**config.mk**
```make
export PLATFORM = sky130hd
export DESIGN_NAME = pmr_ctrl
export DESIGN_NICKNAME = d
export VERILOG_FILES = /design/src/common/pmr_pkg.sv /design/src/design/pmr_ctrl.sv
export VERILOG_INCLUDE_DIRS = /design/src /design/src/common
export SDC_FILE = /design/constraint.sdc
export NUM_CORES = 1
export LEC_CHECK = 0
export ABC_AREA = 1
export BUFFER_PORTS_ARGS = -buffer_cell sky130_fd_sc_hd__buf_2
export CAP_MARGIN = 15
export CORE_ASPECT_RATIO = 2
export CORE_MARGIN = 5
export CORE_UTILIZATION = 50
export CTS_BUF_LIST = sky130_fd_sc_hd__clkbuf_2 sky130_fd_sc_hd__clkbuf_4 sky130_fd_sc_hd__clkbuf_8
export CTS_CLUSTER_DIAMETER = 150
export DETAILED_ROUTE_END_ITERATION = 6
export PLACE_DENSITY_LB_ADDON = 0.08
export SLEW_MARGIN = 20
export SYNTH_ARGS = -nofsm -noshare
export SYNTH_HDL_FRONTEND = slang
export SYNTH_SLANG_ARGS = --single-unit
```
**constraint.sdc**
```tcl
create_clock -name mclk -period 3.55 [get_ports mclk]
set_clock_uncertainty 0.1 [all_clocks]
set_input_delay 0.5325 -clock mclk [delete_from_list [all_inputs] [get_ports mclk]]
set_output_delay 0.5325 -clock mclk [all_outputs]
set_load 0.02 [all_outputs]
```
**src/common/pmr_consts.svh**
```systemverilog
// Constants for the power mode and reset control block
`ifndef PMR_CONSTS_SVH
`define PMR_CONSTS_SVH

// Clock and machine cycle
`define PMR_CLK_NS 40
`define PMR_STATES 4
`define PMR_PH_LAST 2'h3
`define PMR_MC_RST 2
`define PMR_HOLD_CYC 4'(`PMR_MC_RST * `PMR_STATES)
`define PMR_WD_RDLY 10'h200
`define PMR_POR_DLY_NS 10000
`define PMR_POR_CYC 8'((`PMR_POR_DLY_NS + `PMR_CLK_NS - 1) / `PMR_CLK_NS)

// Register offsets
`define PMR_OFF_PWR 8'h00
`define PMR_OFF_AUX 8'h01
`define PMR_OFF_WDC 8'h02
`define PMR_OFF_IEN 8'h03
`define PMR_OFF_STAT 8'h04

// Field positions
`define PMR_PWR_IDLE 0
`define PMR_PWR_PD 1
`define PMR_AUX_SOFT_RESET_BIT 0
`define PMR_AUX_BOD 1
`define PMR_AUX_LPBO 2
`define PMR_WDC_CLR 0
`define PMR_WDC_WATCHDOG_RESET_ENABLE 1
`define PMR_WDC_WATCHDOG_RESET_FLAG 2
`define PMR_WDC_WDIF 3
`define PMR_WDC_POR 6
`define PMR_WDC_WATCHDOG_ENABLE_BIT 7
`define PMR_IEN_LVL 2
`define PMR_IEN_EWD 4
`define PMR_IEN_EKB 5
`define PMR_IEN_EAD 6
`define PMR_IEN_EA 7

// Reset values
`define PMR_PWR_RST 2'h0
`define PMR_AUX_RST 2'h0
`define PMR_IEN_RST 8'h00
`define PMR_WDC_RST_POR 8'h40
`define PMR_WDC_KEEP_WDT 8'h40
`define PMR_WDC_VAL_WDT 8'h04
`define PMR_WDC_KEEP_EXT 8'h48
`define PMR_WDC_VAL_EXT 8'h00
`define PMR_SYNC_RST 5'h0f
`define PMR_SP_RST 8'h07
`define PMR_PC_RST 16'h0000
`define PMR_PORT_RST 8'hff

`endif

```
**src/common/pmr_pkg.sv**
```systemverilog
// Types for the power mode and reset control block
package pmr_pkg;
    typedef enum logic [1:0] {MODE_RUN, MODE_IDLE, MODE_PDOWN} pmr_mode_t;
    typedef enum logic [2:0] {CAUSE_NONE, CAUSE_EXT, CAUSE_POR, CAUSE_WDT, CAUSE_SW} pmr_cause_t;
endpackage : pmr_pkg

```
**src/design/pmr_ctrl.sv**
```systemverilog
// Power mode and reset sequencing logic
//
// The strobed register port and the register addresses were decided locally.
`timescale 1ns/1ps
`include "pmr_consts.svh"
// Overview of operation
// A machine cycle is four clocks; cycle counts use machine cycles.
// Writing idle bit enters idle after the writing instruction completes.
// Idle stops only the CPU clock; peripherals keep running, state kept.
// Port pins hold their levels during idle.
// Enabled interrupt ends idle, clears idle bit, runs handler.
// Reset ending idle restarts at zero with register reset values.
// Watchdog runs in idle; enabled time-out interrupt wakes device.
// Power-down bit stops all clocks; ports drive register values.
// Low reset pin ends power-down, restarts clock, start at zero.
// Watchdog reset cannot end power-down.
// Enabled level-mode external interrupt with global enable wakes power-down.
// In power-down, brownout-select high and disable low enables RC clock.
// Keypad, brownout reset, ADC, watchdog interrupt also wake power-down; code takes the watchdog interrupt only while WDC bit 7 is clear.
// Reset pin sampled at fourth state; two low samples apply reset.
// Reset holds while pin low and two machine cycles after.
// External reset sets no source flag.
// Supply loss resets; recovery gives delay and sets power-on flag.
// Watchdog time-out sets flag; reset 512 clocks later, held two cycles.
// Software reset bit in aux control register resets the device.
// Reset holds program counter at zero; stack pointer reloaded.
// Reset disables interrupts, timers, watchdog on power-on; ports go high.
// Watchdog control reset value depends on the reset source.
// Watchdog reset sets bit 2, power-on clears it; resets clear bit 1.
// Leaving power-down clears the power-down bit.
module pmr_ctrl
    import pmr_pkg::*;
#(
    parameter int WD_TIMEOUT = 8192
) (
    input wire logic mclk,
    input wire logic rst,
    input wire logic [7:0] reg_addr,
    input wire logic [7:0] reg_wdata,
    input wire logic reg_wr,
    input wire logic reg_rd,
    output logic [7:0] reg_rdata,
    input wire logic instr_done,
    input wire logic reset_pin_n,
    input wire logic [1:0] ext_int_n,
    input wire logic supply_low,
    input wire logic keypad_interrupt,
    input wire logic adc_irq,
    output logic cpu_clk_en,
    output logic periph_clk_en,
    output logic rc_clk_en,
    output logic port_hold,
    output logic port_from_reg,
    output logic sys_reset,
    output logic cpu_wake,
    output logic wd_irq
);

    // ********************************
    // Declarations
    // ********************************
    logic [1:0] ph_q;
    logic [4:0] sync1_q, sync2_q;
    logic rprev_q, ext_q;
    logic [7:0] por_cnt_q;
    logic [3:0] hold_q;
    logic sys_rst_q, sys_rst_d;
    logic [15:0] wd_cnt_q;
    logic [9:0] wd_rdly_q;
    logic wd_arm_q;
    logic [1:0] pwr_q, pwr_d;
    logic [1:0] aux_q;
    logic [7:0] ien_q, wdc_q, wdc_d, rdata_q;
    logic [1:0] eprev_q;
    logic wake_q;
    pmr_mode_t mode_q, mode_d;
    pmr_cause_t cause_q;

    // ********************************
    // Decode
    // ********************************
    wire st4 = ph_q == `PMR_PH_LAST;
    wire pin_rst = sync2_q[0];
    wire [1:0] pin_int = sync2_q[2:1];
    wire sup_low = sync2_q[3];
    wire por_act = sup_low || (por_cnt_q != 8'h00);
    wire wr_ok = reg_wr && !sys_rst_q;
    wire wr_pwr = wr_ok && reg_addr == `PMR_OFF_PWR;
    wire wr_aux = wr_ok && reg_addr == `PMR_OFF_AUX;
    wire wr_wdc = wr_ok && reg_addr == `PMR_OFF_WDC;
    wire wr_ien = wr_ok && reg_addr == `PMR_OFF_IEN;
    wire sw_rst_p = wr_aux && reg_wdata[`PMR_AUX_SOFT_RESET_BIT];
    wire wd_clr = wr_wdc && reg_wdata[`PMR_WDC_CLR];
    wire ea = ien_q[`PMR_IEN_EA];
    wire in_pd = mode_q == MODE_PDOWN;
    wire wd_run = wdc_q[`PMR_WDC_WATCHDOG_ENABLE_BIT] && (!in_pd || rc_clk_en) && !sys_rst_q;
    wire wd_to_p = wd_run && wd_cnt_q == 16'(WD_TIMEOUT - 1);
    wire wd_rst_p = wd_arm_q && !in_pd && wd_rdly_q == `PMR_WD_RDLY - 10'h001;
    wire [1:0] ei_lvl, ei_evt;

    // ********************************
    // External interrupt detect
    // ********************************
    genvar gi;
    generate
        for (gi = 0; gi < 2; gi++) begin : g_ei
            assign ei_lvl[gi] = ien_q[`PMR_IEN_LVL + gi] && !pin_int[gi];
            assign ei_evt[gi] = ien_q[gi] && (ien_q[`PMR_IEN_LVL + gi] ? !pin_int[gi] : eprev_q[gi] && !pin_int[gi]);
        end
    endgenerate

    wire wd_int = ien_q[`PMR_IEN_EWD] && wdc_q[`PMR_WDC_WDIF];
    wire kb_int = ien_q[`PMR_IEN_EKB] && keypad_interrupt;
    wire ad_int = ien_q[`PMR_IEN_EAD] && adc_irq;
    wire idle_wake = ea && (|ei_evt || wd_int || kb_int || ad_int);
    wire pd_wake = (ea && |(ei_lvl & ien_q[1:0])) || kb_int || ad_int ||
        (wd_int && !wdc_q[`PMR_WDC_WATCHDOG_ENABLE_BIT]);

    // ********************************
    // Machine cycle and pin sampling
    // ********************************
    always_ff @(posedge mclk or posedge rst) begin
        if (rst) begin
            ph_q <= 2'h0;
            sync1_q <= `PMR_SYNC_RST;
            sync2_q <= `PMR_SYNC_RST;
            eprev_q <= 2'h3;
        end else begin
            ph_q <= ph_q + 2'h1;
            sync1_q <= {1'b0, supply_low, ext_int_n, reset_pin_n};
            sync2_q <= sync1_q;
            eprev_q <= pin_int;
        end
    end

    // ********************************
    // Reset sources
    // ********************************
    always_ff @(posedge mclk or posedge rst) begin
        if (rst) begin
            rprev_q <= 1'b1;
            ext_q <= 1'b0;
            por_cnt_q <= `PMR_POR_CYC;
            hold_q <= 4'h0;
            sys_rst_q <= 1'b1;
        end else begin
            if (st4) begin
                rprev_q <= pin_rst;
                ext_q <= !rprev_q && !pin_rst;
            end
            if (sup_low) begin
                por_cnt_q <= `PMR_POR_CYC;
            end else if (por_cnt_q != 8'h00) begin
                por_cnt_q <= por_cnt_q - 8'h01;
            end
            if (ext_q || wd_rst_p || sw_rst_p) begin
                hold_q <= `PMR_HOLD_CYC;
            end else if (hold_q != 4'h0) begin
                hold_q <= hold_q - 4'h1;
            end
            sys_rst_q <= sys_rst_d;
        end
    end

    assign sys_rst_d = por_act || ext_q || hold_q != 4'h0;

    always_ff @(posedge mclk or posedge rst) begin
        if (rst) begin
            cause_q <= CAUSE_POR;
        end else if (por_act) begin
            cause_q <= CAUSE_POR;
        end else if (wd_rst_p && cause_q != CAUSE_POR) begin
            cause_q <= CAUSE_WDT;
        end else if (sw_rst_p && cause_q == CAUSE_NONE) begin
            cause_q <= CAUSE_SW;
        end else if (ext_q && cause_q == CAUSE_NONE) begin
            cause_q <= CAUSE_EXT;
        end else if (!sys_rst_d && !sys_rst_q) begin
            cause_q <= CAUSE_NONE;
        end
    end

    // ********************************
    // Watchdog
    // ********************************
    always_ff @(posedge mclk or posedge rst) begin
        if (rst) begin
            wd_cnt_q <= 16'h0000;
            wd_arm_q <= 1'b0;
            wd_rdly_q <= 10'h000;
        end else begin
            if (wd_clr || wd_to_p || sys_rst_q) begin
                wd_cnt_q <= 16'h0000;
            end else if (wd_run) begin
                wd_cnt_q <= wd_cnt_q + 16'h0001;
            end
            if (wd_clr || sys_rst_q || wd_rst_p) begin
                wd_arm_q <= 1'b0;
            end else if (wd_to_p && wdc_q[`PMR_WDC_WATCHDOG_RESET_ENABLE] && !wd_arm_q) begin
                wd_arm_q <= 1'b1;
                wd_rdly_q <= 10'h000;
            end else if (wd_arm_q && !in_pd) begin
                wd_rdly_q <= wd_rdly_q + 10'h001;
            end
        end
    end

    // ********************************
    // Registers
    // ********************************
    always_comb begin
        wdc_d = wdc_q;
        if (sys_rst_q) begin
            case (cause_q)
                CAUSE_POR: wdc_d = `PMR_WDC_RST_POR;
                CAUSE_WDT: wdc_d = (wdc_q & `PMR_WDC_KEEP_WDT) | `PMR_WDC_VAL_WDT;
                default: wdc_d = (wdc_q & `PMR_WDC_KEEP_EXT) | `PMR_WDC_VAL_EXT;
            endcase
        end else begin
            if (wr_wdc) begin
                wdc_d = {reg_wdata[7:1], 1'b0};
            end
            if (wd_to_p) begin
                wdc_d[`PMR_WDC_WDIF] = 1'b1;
            end
        end
    end

    always_ff @(posedge mclk or posedge rst) begin
        if (rst) begin
            wdc_q <= `PMR_WDC_RST_POR;
            aux_q <= `PMR_AUX_RST;
            ien_q <= `PMR_IEN_RST;
        end else begin
            wdc_q <= wdc_d;
            if (sys_rst_q) begin
                aux_q <= `PMR_AUX_RST;
                ien_q <= `PMR_IEN_RST;
            end else begin
                if (wr_aux) begin
                    aux_q <= reg_wdata[`PMR_AUX_LPBO:`PMR_AUX_BOD];
                end
                if (wr_ien) begin
                    ien_q <= reg_wdata;
                end
            end
        end
    end

    // ********************************
    // Mode control
    // ********************************
    always_comb begin
        mode_d = mode_q;
        pwr_d = wr_pwr ? reg_wdata[1:0] : pwr_q;
        case (mode_q)
            MODE_RUN: begin
                if (instr_done && pwr_q[`PMR_PWR_PD]) begin
                    mode_d = MODE_PDOWN;
                end else if (instr_done && pwr_q[`PMR_PWR_IDLE]) begin
                    mode_d = MODE_IDLE;
                end
            end
            MODE_IDLE: begin
                if (idle_wake) begin
                    mode_d = MODE_RUN;
                    pwr_d[`PMR_PWR_IDLE] = 1'b0;
                end
            end
            MODE_PDOWN: begin
                if (pd_wake) begin
                    mode_d = MODE_RUN;
                    pwr_d[`PMR_PWR_PD] = 1'b0;
                end
            end
            default: mode_d = MODE_RUN;
        endcase
        if (sys_rst_q) begin
            mode_d = MODE_RUN;
            pwr_d = `PMR_PWR_RST;
        end
    end

    always_ff @(posedge mclk or posedge rst) begin
        if (rst) begin
            mode_q <= MODE_RUN;
            pwr_q <= `PMR_PWR_RST;
            wake_q <= 1'b0;
        end else begin
            mode_q <= mode_d;
            pwr_q <= pwr_d;
            wake_q <= !sys_rst_q && mode_q != MODE_RUN && mode_d == MODE_RUN;
        end
    end

    // ********************************
    // Read port and outputs
    // ********************************
    wire [7:0] stat = {2'h0, sys_rst_q, cause_q, mode_q};
    wire [7:0] rd_mux = (reg_addr == `PMR_OFF_PWR) ? {6'h00, pwr_q} :
        (reg_addr == `PMR_OFF_AUX) ? {5'h00, aux_q, 1'b0} :
        (reg_addr == `PMR_OFF_WDC) ? wdc_q :
        (reg_addr == `PMR_OFF_IEN) ? ien_q :
        (reg_addr == `PMR_OFF_STAT) ? stat : 8'h00;

    always_ff @(posedge mclk or posedge rst) begin
        if (rst) begin
            rdata_q <= 8'h00;
        end else if (reg_rd) begin
            rdata_q <= rd_mux;
        end
    end

    assign reg_rdata = rdata_q;
    assign cpu_clk_en = mode_q == MODE_RUN;
    assign periph_clk_en = !in_pd;
    assign rc_clk_en = in_pd && aux_q[1] && !aux_q[0];
    assign port_hold = mode_q == MODE_IDLE;
    assign port_from_reg = in_pd;
    assign sys_reset = sys_rst_q;
    assign cpu_wake = wake_q;
    assign wd_irq = wd_int;
endmodule : pmr_ctrl

```
==> metrics.txt, run 1 <==
final worst path period share=57.6%; Final #Nets=658; CTS Buf Count=9; warnings from Yosys=0; placed insts=715; initial core utilization=51.2%; Total Wirelength=10600 microns; syn_nets=609; io pins=43; Slew HR=54.4%; Post-CTS Hold Fix Bufs=1; grt ovf=0; sequential share of the synthesized area=47.4%; Clk Latency, worst-skew pair=0.36 ns; crit end category=primary output; Reg clk slew, reported paths=0.09 ns; initial antenna violation count=0; flop and latch count out of synthesis=87; fmax=0.489 GHz; Core Area=9070 sq um; Global Route Usage Sum=19.9%; Post-synth EDFFs=0; final setup fails=0; internal power=1.51 mW; vias in the first global route=3846; path category of the worst min-delay check=input port to register; CTS Sinks=87; PwrDens=388 nW/um^2; die height=146 microns; R2R cell count=4; Placer Congestion=0.891; max-slew violations=0; r2r setup slk=1.52 ns; fillers=851; DRC errors left=0; DR pass1 iterations=4; Crit Path Max Fanout=6; switching share of power=24.9%; ys async rst share=100%; largest net degree at the start of global routing=38; Critical path origin=mode_q[1]; Root Buffer=clkbuf_8; sequential share of power=52.6%; Wirelength per Cell=14.4 microns; Max Cap Viol=0; Clock Tree Buf Depth=2; area leader, netlist=dfrtp_1; RSZ-0062 raised after global routing=false; post-route setup TNS=0 ns; worst-case hold slack=0.166 ns; final core utilization=57.3%; Area contributors post-synth=dfrtp_1 36%, nand2_1 11%, dfstp_2 11%, inv_1 6.3%, nand3_1 5.5%; postcts setup bufs=0; CTS tree=yes; worst slew pin tran=0.681 ns; Static Leak=2.62 nW; r2r endpoint=wdc_q[3]; ANT cells=0; Required @ worst endpoint=2.92 ns; via count=3890; Synth cell types=41; crit path time final=2.05 ns; Yosys top cell area share=36.1%; grt peak-use layer=met2; top cells by count, synth=141 x nand2_1, 78 x inv_1, 67 x dfrtp_1; Die Wd=78.2 microns; Gate power share=8.7%; Clk pwr share=38.7%; drt via density=5.31; IO buf count=42; 1st-iter DRT viols=186; worst reg2reg startpoint=sys_reset; Worst VDD drop=218 uV; Post-Syn Instances=576; Fin. Hold Viols=0; ratio of cells with drive above 1 in the final layout=19.0%; ys flop type=dfrtp_1; CP Data Arrival Time=1.41 ns; die area=11400 sq um; H-tree depth=3; post-route ant nets=0; Worst Setup EP=rc_clk_en; CP Class=register to primary output; Rows=49; element type at the critical path start=register; most numerous cell in the Yosys netlist=nand2_1; met2 usage=36.2%; synthesized cell area=4640 sq um; Synth Area per Inst=8.06 sq um; Detail Placement HPWL=8120 microns; Psw=0.503 mW; status=completed; first-pass GRT wire length=18200 microns; Area Growth Syn to Fin=11.9%; M3 GR Usage=3.88%; CTS-repair resized insts=0; global-route track usage on met1=22.3%; Finished Layout Cells=732
power by group through the flow:
stage	registers, mW	clock network (mW)	logic [mW]
after floorplan	1.07	0	0.128
after global placement	1.08	0	0.173
after detailed placement	1.08	0	0.178
after CTS	1.06	0.807	0.180
after global routing	1.07	0.846	0.206
final	1.06	0.779	0.176
through the flow:
| stage | area, sq um | worst slack, ns | total power, mW |
|---|---|---|---|
| after floorplan | 4640 | 0.700 | 1.20 |
| final | 5200 | 1.50 | 2.01 |
| after global routing | 5200 | 1.24 | 2.12 |
| after global placement | 4960 | 1.51 | 1.25 |
| after CTS | 5200 | 1.48 | 2.05 |
| after detailed placement | 4960 | 1.41 | 1.26 |
how the worst min path moves through the flow:
stage / endpoint / from / slack (ns) / cells past startpoint
after detailed placement: sync2_q[0] / sync1_q[0] / 0.25 / 0
after floorplan: sync2_q[0] / sync1_q[0] / 0.25 / 0
after CTS: sync1_q[3] / supply_low / 0.14 / 1
after global routing: sync1_q[3] / supply_low / 0.15 / 1
final: sync1_q[3] / supply_low / 0.17 / 1
after global placement: sync2_q[1] / sync1_q[1] / 0.25 / 0
registers in the layout, summed over array words and instances, names as in the netlist:
| name | cells |
|---|---|
| wd_cnt_q | 16 |
| wd_rdly_q | 10 |
| ien_q | 8 |
| por_cnt_q | 8 |
| reg_rdata | 8 |
| wdc_q | 7 |
| hold_q | 4 |
| sync1_q | 4 |
| sync2_q | 4 |
| cause_q | 3 |
| aux_q | 2 |
| eprev_q | 2 |
| mode_q | 2 |
| ph_q | 2 |
| pwr_q | 2 |
| cpu_wake | 1 |
| ext_q | 1 |
| rprev_q | 1 |
| sys_reset | 1 |
| wd_arm_q | 1 |
layout by cell type, fill, tap and decap left out, types with 3 or more instances in the layout:
master,count
dfrtp_1,67
nand2_4,4
inv_6,3
inv_2,6
a31oi_1,6
xnor2_1,5
nor2_2,5
o21ai_0,31
inv_1,77
buf_2,42
o22ai_1,6
nor2_4,7
nand3_1,51
nand3_2,3
nor3_1,13
ha_1,6
a21oi_1,22
nand2_1,141
nor2_1,48
nand4_1,11
clkbuf_8,9
dfstp_2,20
nand2_2,3
xor2_1,11
kinds of logic after synthesis:
kind of cell / Yosys count / share of synthesized area [%]
xor gates and xnor gates: 16 / 3.02
adders and majority gates: 6 / 1.62
DFF: 87 / 47.4
and+or+nand+nor: 298 / 31.1
AOI/OAI and AO/OA: 75 / 8.92
buffers and inverters: 94 / 7.92
area by class of cell:
| type | instances | area, sq um | area share [%] |
|---|---|---|---|
| flip-flops and latches | 87 | 2200 | 42.4 |
| clock inverters | 7 | 103 | 1.97 |
| multi-input cells | 395 | 2070 | 39.9 |
| inverters | 87 | 330 | 6.36 |
| well taps | 102 | 128 | 2.46 |
| repair buffers | 45 | 235 | 4.53 |
| clock buffers | 9 | 124 | 2.38 |
worst max-delay path, cell delays in order (launching register included):
cell and delay [ns]:
dfrtp_1 0.41, inv_2 0.08, nor2_4 0.16, inv_1 0.13
nor2_1 0.11, buf_2 0.17
routing by layer:
metal	vias to the layer above	share of wire, %
met4	0	3.3
li1	1948	-
met5	-	0
met2	81	54
met1	1838	39
met3	23	3.9
Power figures use the tool's default switching activity.
==> run 2, diff against run 1 <==
==> constraint.sdc (replaced) <==
create_clock -name mclk -period 1.9 [get_ports mclk]
set_clock_uncertainty 0.1 [all_clocks]
set_input_delay 0.285 -clock mclk [delete_from_list [all_inputs] [get_ports mclk]]
set_output_delay 0.285 -clock mclk [all_outputs]
set_load 0.02 [all_outputs]
==> metrics.txt, run 2 (same netlist as run 1, synthesis figures left out) <==
status=completed; final core utilization=60.1%; fillers=839; RSZ-0062 raised after global routing=true; Top Family by Delay on Critical Path=flip-flops; grt ovf=0; R2R cell count=11; Hold Path Sink=reg_rdata[6]; PwrDens=671 nW/um^2; Final #Nets=681; CTS Buf Count=9; Die Wd=78.2 microns; fmax=0.554 GHz; vias in the first global route=3909; Fin. Hold Viols=0; Global Route Usage Sum=19.8%; Total Wirelength=11000 microns; max-slew violations=0; ordered list of cells on the worst path=nor2_4 > buf_6 > clkinvlp_4 > nor2_1 > buf_4; Most flops, register=wd_cnt_q; initial core utilization=51.2%; IO buf count=42; max FFs per register=16; internal power=2.73 mW; first-pass GRT wire length=18000 microns; r2r endpoint=cause_q[0]; ratio of cells with drive above 1 in the final layout=23.6%; initial antenna violation count=0; Reg clk slew, reported paths=0.09 ns; 1st-iter DRT viols=184; Max Cap Viol=0; final setup margin=0.0947 ns; most common cell after layout, fill and taps aside=nand2_1; Clk pwr share=36.4%; H-tree depth=3; worst reg2reg startpoint=por_cnt_q[0]; Static Leak=2.71 nW; sequential share of power=54.1%; Wirelength per Cell=14.6 microns; CP Class=register to primary output; r2r setup slk=0.10 ns; die height=146 microns; die area=11400 sq um; Crit path depth=5; cell depth of the worst hold path=3; HP Start=reg_rd; path category of the worst min-delay check=input port to register; Required @ worst endpoint=1.51 ns; Clk Latency, worst-skew pair=0.36 ns; CTS Sinks=87; worst slew pin tran=0.461 ns; ANT cells=0; cell at the slowest stage of the critical path=dfrtp_2; crit end category=primary output; Core Area=9070 sq um; DRC errors left=0; io pins=43; CP bufs+invs=3; biggest regs=wd_cnt_q x16, wd_rdly_q x10; CTS tree=yes; pre-CTS setup slack=0.0386 ns; commonest non-fill, non-tap cells in the layout=137 x nand2_1, 75 x inv_1, 66 x dfrtp_1; DR pass1 iterations=5; Area Growth Syn to Fin=17.3%; Root Buffer=clkbuf_8; post-route ant nets=0; Gate power share=9.5%; CP peak stage delay=0.45 ns; Worst VDD drop=588 uV; drt via density=5.34; crit path time final=1.81 ns; Detail Placement HPWL=8160 microns; Psw=0.929 mW; final worst path period share=95.0%; Rows=49; Slew HR=69.3%; CP Data Arrival Time=1.42 ns; largest net degree at the start of global routing=88; Crit Path Max Fanout=5; via count=4032; element type at the critical path start=register; Clock Tree Buf Depth=2; switching share of power=25.4%; Placer Congestion=0.886; final setup fails=0
-- run 2: cell count changes in the layout (fill, tap and decap cells not counted), moves of 4 or more --
cell / change
buf_4: +17
nor2_1: -5
dlygate4sd3_1: +4
nand2_1: -4
-- run 2: power by group through the flow --
stage / sequential, mW / clock, mW / combinational (mW)
after floorplan: 2.00 / 0 / 0.240
after global placement: 2.01 / 0 / 0.332
after detailed placement: 2.01 / 0 / 0.344
after CTS: 1.98 / 1.38 / 0.355
after global routing: 1.99 / 1.47 / 0.404
final: 1.98 / 1.33 / 0.348
-- run 2: worst max-delay path by stage --
| stage | from | end | slack (ns) |
|---|---|---|---|
| 4_1_cts | wd_rdly_q[0] | wd_rdly_q[8] | 0.02 |
| 2_1_floorplan | wd_rdly_q[0] | wd_rdly_q[7] | 0.28 |
| 3_5_place_dp | wd_rdly_q[0] | wd_rdly_q[6] | 0.04 |
| 3_3_place_gp | wd_rdly_q[0] | wd_rdly_q[1] | 0.06 |
| 5_1_grt | por_cnt_q[1] | cause_q[0] | -0.06 |
| 6_report | mode_q[0] | rc_clk_en | 0.09 |
-- run 2: cell type report --
cell class              count  area [sq um]  share of cell area (%)
multi-input cells         396          2150                    39.4
well taps                 102           128                    2.34
flip-flops and latches     87          2200                    40.4
clock buffers              10           138                    2.53
inverters                  87           337                    6.18
repair buffers             67           429                    7.87
clock inverters             6          67.6                    1.24
-- run 2: timing repair --
action / 4_1_cts / 5_1_grt
endpoints found under the hold margin: 71 / 0
gates resized for setup: 0 / 22
buffers inserted: 0 / 7
setup endpoints to repair: 0 / 14
hold buffers: 5 / 0
-- run 2: stage by stage --
stage / instances / power [mW] / hold slack, ns / setup TNS, ns / instance area (sq um)
finish: 755 / 3.66 / 0.0466 / 0 / 5450
CTS: 747 / 3.72 / 0.0298 / 0 / 5310
global route: 755 / 3.86 / 0.0659 / -0.0561 / 5450
global placement: 726 / 2.34 / 0.247 / 0 / 5060
floorplan: 576 / 2.24 / 0.189 / 0 / 4650
detailed placement: 726 / 2.36 / 0.249 / 0 / 5060
-- run 2: worst min-delay path, stage by stage --
cell     delay (ns)
buf_2          0.10
nand2_1        0.05
nand2_1        0.05
-- run 2: per-layer routing --
metal / vias up / GRT usage, % / share of wire [%] / wire, microns
met3: 23 / 3.39 / 3.7 / 408
met2: 107 / 34.6 / 52 / 5780
li1: 1999 / - / - / -
met1: 1903 / 22.7 / 40 / 4440
met4: 0 / 10.2 / 3.5 / 387
met5: - / 0 / 0 / 0
